<file path="config.mk">
export PLATFORM = sky130hd
export DESIGN_NAME = reset_predrive_gate
export DESIGN_NICKNAME = d
export VERILOG_FILES = /design/src/verilog/reset_gate_pkg.sv /design/src/verilog/level_sync.sv /design/src/verilog/reset_predrive_gate.sv
export SDC_FILE = /design/constraint.sdc
export NUM_CORES = 1
export LEC_CHECK = 0
export BUFFER_PORTS_ARGS = -buffer_cell sky130_fd_sc_hd__buf_2
export CAP_MARGIN = 0
export CORE_MARGIN = 1
export CORE_UTILIZATION = 40
export CTS_CLUSTER_SIZE = 25
export DETAILED_ROUTE_END_ITERATION = 10
export PLACE_DENSITY = 0.71
export RECOVER_POWER = 100
export SLEW_MARGIN = 20
export SYNTH_ARGS = -nofsm -noshare
export SYNTH_HDL_FRONTEND = slang
export SYNTH_HIERARCHICAL = 1
export SYNTH_SLANG_ARGS = --single-unit
export TNS_END_PERCENT = 50
</file>
<file path="constraint.sdc">
create_clock -name core_clk -period 1.35 [get_ports core_clk]
set_input_delay 0.135 -clock core_clk [delete_from_list [all_inputs] [get_ports core_clk]]
set_output_delay 0.135 -clock core_clk [all_outputs]
set_load 0.005 [all_outputs]
</file>
<file path="src/verilog/reset_gate_pkg.sv">
// constants shared by the reset combiner and pre-driver gating
`default_nettype none
package reset_gate_pkg;
	localparam int ADDR_W = 9;
	localparam int DATA_W = 16;
	localparam int HS_N = 5;
	localparam int LS_N = 6;
	localparam int THR_W = 8;
	localparam int RATIO_W = 6;
	localparam int EV_W = 5;
	localparam int SYNC_W = 6;

	// register addresses
	localparam logic [ADDR_W-1:0] CFG_ADDR = 9'h1C5;
	localparam logic [ADDR_W-1:0] THR_ADDR = 9'h1C6;
	localparam logic [ADDR_W-1:0] STAT_ADDR = 9'h1D2;
	localparam logic [ADDR_W-1:0] EVT_ADDR = 9'h1E0;
	localparam logic [ADDR_W-1:0] MASK_ADDR = 9'h1E1;

	// config fields
	localparam int CFG_MON_BIT = 0;
	localparam int CFG_AUTO_OFF_BIT = 1;
	localparam int CFG_EXT_SUP_BIT = 2;
	localparam int CFG_USED_W = 3;

	// status fields
	localparam int ST_BOOST_LOW_BIT = 0;
	localparam int ST_OVER_TEMP_BIT = 1;
	localparam int ST_UV5_BIT = 2;
	localparam int ST_UVP_BIT = 3;
	localparam int ST_REF_BIT = 4;
	localparam int ST_DRVEN_BIT = 5;
	localparam int ST_HS_OFF_BIT = 6;

	// event fields, shared by sticky and mask registers
	localparam int EV_BOOST_BIT = 0;
	localparam int EV_TEMP_BIT = 1;
	localparam int EV_UV5_BIT = 2;
	localparam int EV_UVP_BIT = 3;
	localparam int EV_REF_BIT = 4;

	// synchroniser lanes
	localparam int SY_REF = 0;
	localparam int SY_UV5 = 1;
	localparam int SY_UVP = 2;
	localparam int SY_BOOST = 3;
	localparam int SY_TEMP = 4;
	localparam int SY_DRVEN = 5;

	// reset values
	localparam logic [CFG_USED_W-1:0] CFG_RESET = 3'h0;
	localparam logic [THR_W-1:0] THR_RESET = 8'h00;
	localparam logic [EV_W-1:0] EVT_RESET = 5'h00;
	localparam logic [EV_W-1:0] MASK_RESET = 5'h00;
	// reference lane starts as lost, since its synchroniser resets low
	localparam logic [EV_W-1:0] EV_PREV_RESET = 5'h10;

	// boost divider ratios, as denominators
	localparam logic [RATIO_W-1:0] DIV_WIDE = 6'h04;
	localparam logic [RATIO_W-1:0] DIV_NARROW = 6'h20;
endpackage
`default_nettype wire

</file>
<file path="src/verilog/level_sync.sv">
// two-flop synchroniser for a group of unrelated levels
`default_nettype none
module level_sync #(
	parameter int WIDTH = 1
) (
	input wire logic core_clk,
	input wire logic arst_n,
	input wire logic [WIDTH-1:0] async_in,
	output logic [WIDTH-1:0] sync_out
);
	logic [WIDTH-1:0] meta_q;

	if (WIDTH < 1) begin : g_bad_width
		$error("level_sync needs WIDTH of at least one");
	end

	// each lane is independent; no multi-bit coherence implied
	always_ff @(posedge core_clk or negedge arst_n) begin
		if (!arst_n) begin
			meta_q <= '0;
			sync_out <= '0;
		end else begin
			meta_q <= async_in;
			sync_out <= meta_q;
		end
	end
endmodule
`default_nettype wire

</file>
<file path="src/verilog/reset_predrive_gate.sv">
// reset combiner, supply monitoring and pre-driver command gating
//
// Local design decision: strobed register access.
`default_nettype none
module reset_predrive_gate
	import reset_gate_pkg::*;
#(
	parameter int HS_CNT = reset_gate_pkg::HS_N,
	parameter int LS_CNT = reset_gate_pkg::LS_N
) (
	input wire logic core_clk,
	input wire logic arst_n,
	input wire logic [reset_gate_pkg::ADDR_W-1:0] reg_addr,
	input wire logic [reset_gate_pkg::DATA_W-1:0] reg_wdata,
	input wire logic reg_wr,
	input wire logic reg_rd,
	output logic [reset_gate_pkg::DATA_W-1:0] reg_rdata,
	input wire logic bandgap_ok_raw,
	input wire logic core_2v5_low_raw,
	input wire logic serial_if_in_reset,
	input wire logic external_reset_pin_n,
	input wire logic main_5v_low_raw,
	input wire logic predrive_low_raw,
	input wire logic boost_cmp_raw,
	input wire logic over_temp_raw,
	input wire logic drive_enable_pin,
	input wire logic [HS_CNT-1:0] hs_in,
	input wire logic [LS_CNT-1:0] ls_in,
	output logic reference_in_range,
	output logic core_supply_reset_n,
	output logic serial_if_reset_n,
	output logic ext_reset_pin_copy,
	output logic logic_core_reset_n,
	output logic five_volt_undervoltage,
	output logic predrive_supply_undervoltage,
	output logic regulator_disable,
	output logic boost_fbk,
	output logic [reset_gate_pkg::THR_W-1:0] boost_threshold,
	output logic [reset_gate_pkg::RATIO_W-1:0] boost_div_ratio,
	output logic boost_mon_mode,
	output logic boost_low_flag,
	output logic over_temp_flag,
	output logic [HS_CNT-1:0] hs_command,
	output logic [LS_CNT-1:0] ls_command,
	output logic irq
);
	import reset_gate_pkg::*;

	logic [SYNC_W-1:0] raw_vec;
	logic [SYNC_W-1:0] sync_vec;
	logic [CFG_USED_W-1:0] cfg_q;
	logic [THR_W-1:0] thr_q;
	logic [EV_W-1:0] evt_q;
	logic [EV_W-1:0] evt_d;
	logic [EV_W-1:0] mask_q;
	logic [EV_W-1:0] ev_level;
	logic [EV_W-1:0] ev_prev_q;
	logic [EV_W-1:0] ev_rise;
	logic [DATA_W-1:0] rdata_d;
	logic [DATA_W-1:0] status_word;
	logic ref_ok;
	logic uv5;
	logic uvp;
	logic boost_cmp;
	logic temp_hot;
	logic drven;
	logic mon_mode;
	logic boost_low;
	logic hs_auto_off;
	logic supplies_ok;
	logic wr_cfg;
	logic wr_thr;
	logic wr_evt;
	logic wr_mask;

	// counts and field packing the logic can serve
	if (HS_CNT < 1 || LS_CNT < 1) begin : g_bad_count
		$error("each driver side needs at least one channel");
	end
	if (ST_HS_OFF_BIT >= DATA_W || EV_W > DATA_W || THR_W > DATA_W) begin : g_bad_fields
		$error("register fields do not fit the data word");
	end
	if (SY_DRVEN >= SYNC_W || EV_REF_BIT >= EV_W) begin : g_bad_lanes
		$error("lane index beyond its vector");
	end

	// every analog monitor and the enable pin come from outside this clock
	assign raw_vec[SY_REF] = bandgap_ok_raw;
	assign raw_vec[SY_UV5] = main_5v_low_raw;
	assign raw_vec[SY_UVP] = predrive_low_raw;
	assign raw_vec[SY_BOOST] = boost_cmp_raw;
	assign raw_vec[SY_TEMP] = over_temp_raw;
	assign raw_vec[SY_DRVEN] = drive_enable_pin;

	level_sync #(
		.WIDTH(SYNC_W)
	) u_sync (
		.core_clk(core_clk),
		.arst_n(arst_n),
		.async_in(raw_vec),
		.sync_out(sync_vec)
	);

	assign ref_ok = sync_vec[SY_REF];
	assign uv5 = sync_vec[SY_UV5];
	assign uvp = sync_vec[SY_UVP];
	assign boost_cmp = sync_vec[SY_BOOST];
	assign temp_hot = sync_vec[SY_TEMP];
	assign drven = sync_vec[SY_DRVEN];

	// reset chain stays combinational so it acts without a running clock
	assign core_supply_reset_n = core_2v5_low_raw;
	assign serial_if_reset_n = ~serial_if_in_reset;
	assign ext_reset_pin_copy = external_reset_pin_n;
	assign logic_core_reset_n = core_supply_reset_n & serial_if_reset_n
		& ext_reset_pin_copy;

	// monitor flags, straight from the second synchroniser stage
	assign reference_in_range = ref_ok;
	assign five_volt_undervoltage = uv5;
	assign predrive_supply_undervoltage = uvp;
	assign boost_fbk = boost_cmp;
	assign over_temp_flag = temp_hot;

	// configuration fields
	assign mon_mode = cfg_q[CFG_MON_BIT];
	assign boost_mon_mode = mon_mode;
	assign boost_threshold = thr_q;
	assign boost_low = mon_mode & boost_cmp;
	assign boost_low_flag = boost_low;
	assign hs_auto_off = cfg_q[CFG_AUTO_OFF_BIT] & boost_low;
	assign supplies_ok = ~uv5 & ~uvp;

	// register decode
	assign wr_cfg = reg_wr && (reg_addr == CFG_ADDR);
	assign wr_thr = reg_wr && (reg_addr == THR_ADDR);
	assign wr_evt = reg_wr && (reg_addr == EVT_ADDR);
	assign wr_mask = reg_wr && (reg_addr == MASK_ADDR);

	always_ff @(posedge core_clk or negedge arst_n) begin
		if (!arst_n) begin
			cfg_q <= CFG_RESET;
		end else if (wr_cfg) begin
			cfg_q <= reg_wdata[CFG_USED_W-1:0];
		end
	end

	always_ff @(posedge core_clk or negedge arst_n) begin
		if (!arst_n) begin
			thr_q <= THR_RESET;
		end else if (wr_thr) begin
			thr_q <= reg_wdata[THR_W-1:0];
		end
	end

	always_ff @(posedge core_clk or negedge arst_n) begin
		if (!arst_n) begin
			mask_q <= MASK_RESET;
		end else if (wr_mask) begin
			mask_q <= reg_wdata[EV_W-1:0];
		end
	end

	// regulator off and divider choice follow config by one flop
	always_ff @(posedge core_clk or negedge arst_n) begin
		if (!arst_n) begin
			regulator_disable <= 1'b0;
			boost_div_ratio <= DIV_WIDE;
		end else begin
			regulator_disable <= cfg_q[CFG_EXT_SUP_BIT];
			boost_div_ratio <= mon_mode ? DIV_NARROW : DIV_WIDE;
		end
	end

	// events are rising edges of fault conditions
	assign ev_level[EV_BOOST_BIT] = boost_low;
	assign ev_level[EV_TEMP_BIT] = temp_hot;
	assign ev_level[EV_UV5_BIT] = uv5;
	assign ev_level[EV_UVP_BIT] = uvp;
	assign ev_level[EV_REF_BIT] = ~ref_ok;

	always_ff @(posedge core_clk or negedge arst_n) begin
		if (!arst_n) begin
			// no false reference-lost edge after reset; a reference bad from
			// power-up shows in status only
			ev_prev_q <= EV_PREV_RESET;
		end else begin
			ev_prev_q <= ev_level;
		end
	end

	assign ev_rise = ev_level & ~ev_prev_q;

	// write one clears; a new edge in the same cycle wins
	always_comb begin
		evt_d = evt_q;
		if (wr_evt) begin
			evt_d = evt_d & ~reg_wdata[EV_W-1:0];
		end
		evt_d = evt_d | ev_rise;
	end

	always_ff @(posedge core_clk or negedge arst_n) begin
		if (!arst_n) begin
			evt_q <= EVT_RESET;
		end else begin
			evt_q <= evt_d;
		end
	end

	assign irq = |(evt_q & mask_q);

	// live status word
	always_comb begin
		status_word = '0;
		status_word[ST_BOOST_LOW_BIT] = boost_low;
		status_word[ST_OVER_TEMP_BIT] = temp_hot;
		status_word[ST_UV5_BIT] = uv5;
		status_word[ST_UVP_BIT] = uvp;
		status_word[ST_REF_BIT] = ref_ok;
		status_word[ST_DRVEN_BIT] = drven;
		status_word[ST_HS_OFF_BIT] = hs_auto_off;
	end

	// read data in the cycle after the strobe, zero elsewhere and unmapped
	always_comb begin
		rdata_d = '0;
		if (reg_rd) begin
			case (reg_addr)
				CFG_ADDR: rdata_d[CFG_USED_W-1:0] = cfg_q;
				THR_ADDR: rdata_d[THR_W-1:0] = thr_q;
				STAT_ADDR: rdata_d = status_word;
				EVT_ADDR: rdata_d[EV_W-1:0] = evt_q;
				MASK_ADDR: rdata_d[EV_W-1:0] = mask_q;
				default: rdata_d = '0;
			endcase
		end
	end

	always_ff @(posedge core_clk or negedge arst_n) begin
		if (!arst_n) begin
			reg_rdata <= '0;
		end else begin
			reg_rdata <= rdata_d;
		end
	end

	// gate commands; registered, so a fault removes drive one cycle later
	for (genvar i = 0; i < HS_CNT; i++) begin : g_hs
		always_ff @(posedge core_clk or negedge arst_n) begin
			if (!arst_n) begin
				hs_command[i] <= 1'b0;
			end else begin
				hs_command[i] <= hs_in[i] & supplies_ok & drven & ~hs_auto_off;
			end
		end
	end

	for (genvar j = 0; j < LS_CNT; j++) begin : g_ls
		always_ff @(posedge core_clk or negedge arst_n) begin
			if (!arst_n) begin
				ls_command[j] <= 1'b0;
			end else begin
				ls_command[j] <= ls_in[j] & supplies_ok & drven;
			end
		end
	end
endmodule
`default_nettype wire
</file>
* Word level (Yosys, flattened, before mapping)
Cells that the tools add are included.
** Word-level totals
- Output and inout port bits :: 54
- Input bits :: 49
- Logic and storage cells :: 80
- Register bits after elaboration :: 64
** Operators by class
- Mux-type cells :: 6
- Equality and inequality tests :: 5
- Bitwise operators :: 43
- Reductions and logical operators :: 5
** Operators with widths (count)
- equality test 9 bit, second input constant :: 5
- bitwise AND 1 bit :: 32
- bitwise AND 5 bit :: 3
- case mux 3 bit (5 select lines) :: 1
- inverter 5 bit :: 2
- 2-to-1 mux 8 bit :: 1
- case mux 2 bit (4 select lines) :: 1
- 2-to-1 mux 6 bit :: 1
- case mux 3 bit (2 select lines) :: 1
- 2-to-1 mux 5 bit :: 1
- inverter 1 bit :: 5
- OR 5 bit :: 1
- OR reduction 5 bit :: 1
- logical AND 1 bit :: 4

* Longest topological paths before layout
Gate-level depths: netlist (run 1).
- Word-level depth :: 5
- Gate-level depth with buffers :: 5
- Depth with buffers taken out :: 4

* Modules after synthesis
Netlist (run 1), hierarchy kept.
** By module, submodules not included
- reset_predrive_gate :: seq. area each 1203.7 sq um, cells an instance 171, area an instance 2168.3 sq um, times used 1
- level_sync :: seq. area each 300.3 sq um, cells an instance 12, area an instance 300.3 sq um, times used 1

* Least setup slack after synthesis (run 1)
Ideal clock, no wire load.
- Path type :: input to register
- From :: input reg_addr[1] (netlist name)
- To :: register mask_q[0]
- Arrival :: 1.255 ns
- Setup time :: 0.125 ns
- Stages :: 4
- Slack :: -0.030 ns
- Data required time :: 1.225 ns
- Buffers on the path :: 1
- Path through :: nor4b_4 > and4_1 > buf_2 > mux2_2
** Between the ends
- Cells in the longest elaborated chain, start to end :: 2
** Ends and longest elaborated chain
- from (decl) :: RTL line reset_predrive_gate.sv:13 : input wire logic [reset_gate_pkg::ADDR_W-1:0] reg_addr,
- equality test 9 bit :: RTL line reset_predrive_gate.sv:138 : assign wr_mask = reg_wr && (reg_addr == MASK_ADDR);
- logical AND 1 bit :: RTL line reset_predrive_gate.sv:138
- to (signal assigned) :: RTL line reset_predrive_gate.sv:160 : mask_q <= reg_wdata[EV_W-1:0];
- to (decl) :: RTL line reset_predrive_gate.sv:55 : logic [EV_W-1:0] mask_q;
Every way passes these cells.
A chain may end at the register's enable or synchronous reset.

* Worst setup path in the final report (run 1)
- From :: register mask_q[3]
- To :: output irq
** Between the ends
- Cells in the longest elaborated chain, start to end :: 2
** Ends and longest elaborated chain
- bitwise AND 5 bit :: RTL line reset_predrive_gate.sv:211 : assign irq = |(evt_q & mask_q);
- OR reduction 5 bit :: RTL line reset_predrive_gate.sv:211
- to (decl) :: RTL line reset_predrive_gate.sv:45 : output logic irq
Every way passes these cells.

==> results.cfg, run 1 <==
[run_status]
status = finished, violations left
violations = setup timing

[synthesis]
yosysSeqAreaShare = 0.609
netlist_instances = 183
syn_area_um2 = 2470
syn_area_per_cell_um2 = 13.5
synth.distinct_cells = 39
ys_ff_latch = 60
ys_warn_count = 6

[setup_path]
critPathTopFamily = flip-flops
critical_path_class = flop to output pin
crit_chain = a222oi_1 > nand2_1 > buf_2
worst_path_largest_cell_delay_ns = 0.38
path_buf_inv = 1
required_ns = 1.22
worstPathMaxFanout = 2
end_kind = output pin
slowest_stage = dfrtp_1
crit_path_start_kind = flop
cp.arrival_ns = 1.35

[timing]
worst_slack_ns = -0.131
tns_ns = -0.131
fmax_ghz = 0.675
grt_setup_unrepaired = yes
slew_headroom = 0.453
drv_slew = 0
hold_viol = 0
clock_skew_ns = 0.00806
setup_violations = 1
period_minus_slack_ns = 1.48
fin_crit_sh = 1.10
tightest_slew_ns = 0.821

[clock_network]
htree_levels = 3
clock_path_buffers = 2
clock-root-buffer = clkbuf_8
cts_made_buffers = 9
path_clk_slew_ns = 0.06
cts_tree = done
numClockSinks = 60
insertion_delay_ns = 0.33

[floorplan]
core_um2 = 5920
pin_count = 103
initial_core_util = 0.417
row_count = 28
die_y_um = 80.6
die_w_um = 80.6
die-area_um2 = 6490

[routing]
first_iter_violations = 95
wl_um = 5390
avgViaCountPerCell = 4.73
wl_per_cell_um = 14.0
drc = 0
ant_nets = 0
vias = 1817
first_pass_iters = 5

[placed_design]
place_congestion = 0.803
placed_cell_area_um2 = 3050
post-place-cells = 352
hpwl_um = 3880
portBuffers = 82
pre_cts_slack_ns = -0.157

[cells_and_area]
fin_cells = 384
final_area_um2 = 3270
fin_nets = 353
fillers = 544
layout-drive-gt1-share = 0.369
final_cell_mix = buf_2, dfrtp_1, clkbuf_1, mux2_2, dlygate4sd3_1
mostFrequentLayoutCell = buf_2
seqCellArea_um2 = 1500
multiInputGateArea_um2 = 805
antenna_cells = 0
areaGrowthSynthToFinish_pct = 32.5

[min_path]
hp-class = input port to flop

[power]
p_leak_uw = 0.00165
power_density_nw_per_um2 = 1110
ir_drop_v = 0.000712

[grt]
grtUsageTotal = 0.179
overflow = 0
grt_max_degree = 26
antenna_found_initial = 0
grt_pass1_wl_um = 8400
grt_pass1_vias = 1806

[job]
maxCapViolCount = 0
## worst register-to-register path: stages, from the launching register on
cell and delay (ns):
dfrtp_1 0.38, clkbuf_1 0.12, mux2_2 0.27, a22o_1 0.20, o21a_1 0.19
## sequential cells by signal, indices dropped and copies added, names as in the netlist
register and flops:
u_sync/meta_q 6, mask_q 5, boost_div_ratio 2, ls_command 6
u_sync/sync_out 6, reg_rdata 8, ev_prev_q 5, boost_threshold 8
evt_q 5, regulator_disable 1, cfg_q 3, hs_command 5
## metal layers
layer | track usage | vias to the layer above | wire length [µm]
li1 | - | 854 | -
met2 | 0.294 | 74 | 2650
met4 | 0.0929 | 0 | 135
met3 | 0.0398 | 11 | 292
met5 | 0 | - | 0
met1 | 0.218 | 878 | 2310
## cell type report
| cell class | instances | share of cell area |
|---|---|---|
| sequential | 60 | 0.460 |
| multi-input combinational | 106 | 0.246 |
| timing repair buffer | 119 | 0.204 |
| clock buffer | 14 | 0.0497 |
| tap | 75 | 0.0287 |
| inverter | 8 | 0.00918 |
| clock inverter | 2 | 0.00306 |
## where the power goes
group | switching (µW) | total, µW | leakage (µW) | internal [µW]
logic | 160 | 325 | 0.000789 | 165
registers | 28.7 | 1890 | 0.000770 | 1860
clock network | 645 | 1410 | 0.0000905 | 762
total | 833 | 3620 | 0.00165 | 2780
## worst paths after layout
path	from	cells past startpoint	end	slack [ns]
setup / recovery	mask_q[3]$_DFFE_PN0P_	3	irq	-0.13
hold / removal	hs_in[0]	2	hs_command[0]$_DFF_PN0_	0.01
setup reg to reg	evt_q[0]$_DFF_PN0_	4	reg_rdata[0]$_DFF_PN0_	0.09
hold reg to reg	u_sync/meta_q[3]$_DFF_PN0_	0	u_sync/sync_out[3]$_DFF_PN0_	0.35
max in group asynchronous	arst_n	3	ev_prev_q[4]$_DFF_PN1_	0.08
min in group asynchronous	arst_n	2	reg_rdata[2]$_DFF_PN0_	0.41
## repair_timing
item / CTS / global route
setup buffers: 2 / 1
setup endpoints to repair: 1 / 1
hold endpoints to repair: 24 / 0
hold buffers: 13 / 0
resized for setup: 0 / 0
pin swaps: 2 / 2
## cells in the mapped netlist, drive strengths merged
library cell  number  area (µm²)
a31oi              1        6.26
and2b              1        8.76
a21oi              3        15.0
a21boi             1        7.51
conb               1        3.75
nand2b             1        6.26
nor2b              1        6.26
xor2               1        8.76
nor2               4        15.0
mux2              21         267
and4               1        8.76
and4bb             1        12.5
clkbuf             2        7.51
o211ai             1        7.51
nor4b              1        23.8
o2bb2ai            1        8.76
buf               18         138
nor3               3        15.0
a222oi             3        30.0
a211oi             1        7.51
a22o               7        61.3
o21a               1        7.51
nand2              9        33.8
and4b              3        32.5
nor3b              2        20.0
and3               2        13.8
and2              14        87.6
dfstp              2        52.6
a22oi              5        37.5
nand3              5        37.5
dfrtp             58        1450
inv                8        30.0
## metrics by stage
stage	hold slack (ns)	util	total power, µW
6_report	0.00960	0.552	3620
4_1_cts	0.0000718	0.569	3680
2_1_floorplan	-0.161	-	2050
3_3_place_gp	0.0622	0.515	2220
5_1_grt	0.0181	0.552	3770
3_5_place_dp	0.0685	0.515	2230
## kinds of logic after synthesis
logic type,count (synthesis),share of synthesized area
xor+xnor,1,0.00355
flops,60,0.609
other cells,1,0.00152
mux,21,0.108
compound gates,24,0.0765
buf+inv,28,0.0710
simple gates,48,0.130
(Power assumes the default switching activity.)
==> run 2: changes to the inputs <==
--- a/config.mk
+++ b/config.mk
@@ -13,6 +13,7 @@
 export DETAILED_ROUTE_END_ITERATION = 10
 export PLACE_DENSITY = 0.71
 export RECOVER_POWER = 100
+export SETUP_SLACK_MARGIN = 0.15
 export SLEW_MARGIN = 20
 export SYNTH_ARGS = -nofsm -noshare
 export SYNTH_HDL_FRONTEND = slang
==> results.cfg, run 2 (synthesized netlist as in run 1, its figures left out) <==
[run_status]
status = finished, violations left
violations = setup timing

[setup_path]
cp.arrival_ns = 1.32
required_ns = 1.22
rr_worst_depth = 4
crit_path_start = mask_q[3]$_DFFE_PN0P_
critical_path_class = flop to output pin
worstPathMaxFanout = 2
end_kind = output pin
cp-endpoint = irq
worstReg2RegEnd = reg_rdata[0]$_DFF_PN0_
crit_path_start_kind = flop
r2r_setup_slack_ns = 0.02
r2r-start = u_sync/sync_out[3]$_DFF_PN0_

[routing]
ant_nets = 0
drc = 0
vias = 1843
avgViaCountPerCell = 4.79
wl_per_cell_um = 14.8
wl_um = 5700
first_iter_violations = 72
first_pass_iters = 4

[cells_and_area]
fin_cells = 385
layout-drive-gt1-share = 0.394
final_area_um2 = 3380
final_cell_mix = buf_2, dfrtp_1, clkbuf_1, dlygate4sd3_1, buf_4
mostFrequentLayoutCell = buf_2
areaGrowthSynthToFinish_pct = 36.8
fin_nets = 354
antenna_cells = 0
finalCoreUtilization = 0.570

[power]
p_leak_uw = 0.00171
ir_drop_v = 0.000538
power_density_nw_per_um2 = 1100

[floorplan]
die-area_um2 = 6490
core_um2 = 5920
die_w_um = 80.6
initial_core_util = 0.417
row_count = 28
pin_count = 103
die_y_um = 80.6

[min_path]
hp-class = input port to flop

[grt]
overflow = 0
antenna_found_initial = 0
grt_max_degree = 32
grt_pass1_wl_um = 8790
grt_pass1_vias = 1781
grtUsageTotal = 0.186

[clock_network]
clock_path_buffers = 2
path_clk_slew_ns = 0.07
numClockSinks = 60
cts_made_buffers = 9
cts_tree = done
htree_levels = 3
clock-root-buffer = clkbuf_8
insertion_delay_ns = 0.33

[timing]
grt_setup_unrepaired = yes
tns_ns = -0.106
drv_slew = 0
tightest_slew_ns = 0.892
clock_skew_ns = 0.00637
setup_violations = 1
fmax_ghz = 0.687
slew_headroom = 0.405
hold_viol = 0
fin_crit_sh = 1.08
worst_slack_ns = -0.106
period_minus_slack_ns = 1.46

[placed_design]
pre_cts_slack_ns = -0.0869
placed_cell_area_um2 = 3080
portBuffers = 82
place_congestion = 0.920
post-place-cells = 350
hpwl_um = 4030

[job]
maxCapViolCount = 0
## run 2: changes by cell type in the layout (fill, tap and decap cells not counted), sizes merged
| cell | delta |
|---|---|
| buf | +10 |
| clkbuf | -13 |
| clkinv | +1 |
| clkinvlp | +1 |
| dlygate4sd3 | +2 |
## run 2: worst min path at each step
stage	from	to	slack, ns	cells after the start
after floorplan	arst_n	boost_div_ratio[5]$_DFF_PN0_	-0.16	0
after global placement	arst_n	boost_threshold[7]$_DFFE_PN0P_	0.07	1
after detailed placement	arst_n	reg_rdata[7]$_DFF_PN0_	0.07	1
after CTS	hs_in[0]	hs_command[0]$_DFF_PN0_	0.01	2
after global routing	reg_wdata[5]	boost_threshold[5]$_DFFE_PN0P_	0.01	2
final	reg_wdata[6]	boost_threshold[6]$_DFFE_PN0P_	0.02	2
## run 2: worst max-delay path: stages (launching register included)
cell and delay (ns):
dfrtp_1 0.39, a222oi_1 0.34, nand2_1 0.12, buf_2 0.14
## run 2: metal layers
metal  vias to the layer above  wire (µm)  track usage
met1                       900       2460        0.243
met4                         0        121       0.0839
met2                        66       2780        0.288
met5                         -          0            0
met3                        16        342       0.0500
li1                        861          -            -
## run 2: cell type report
class	count	area, µm²
clock buffers	12	165
multi-input cells	106	836
fillers	522	2540
inverters	8	30.0
clock inverters	4	22.5
flip-flops and latches	60	1500
repair buffers	120	726
well taps	75	93.8
## run 2: timing repair
| item | 4_1_cts | 5_1_grt |
|---|---|---|
| setup endpoints to repair | 7 | 10 |
| buffers inserted | 3 | 1 |
| hold endpoints to repair | 27 | 0 |
| resized for setup | 5 | 10 |
| pin swaps | 4 | 12 |
| hold buffers | 15 | 0 |
## run 2: report_power, final
group          internal [µW]  switching [µW]
combinational            176             155
sequential              1860            36.0
clock                    806             686
total                   2840             877
## run 2: metrics by stage
step	hold WS, ns	total power, µW
floorplan	-0.161	2060
global placement	0.0734	2220
detailed placement	0.0717	2230
CTS	0.0101	3770
global route	0.0137	3900
finish	0.0237	3720
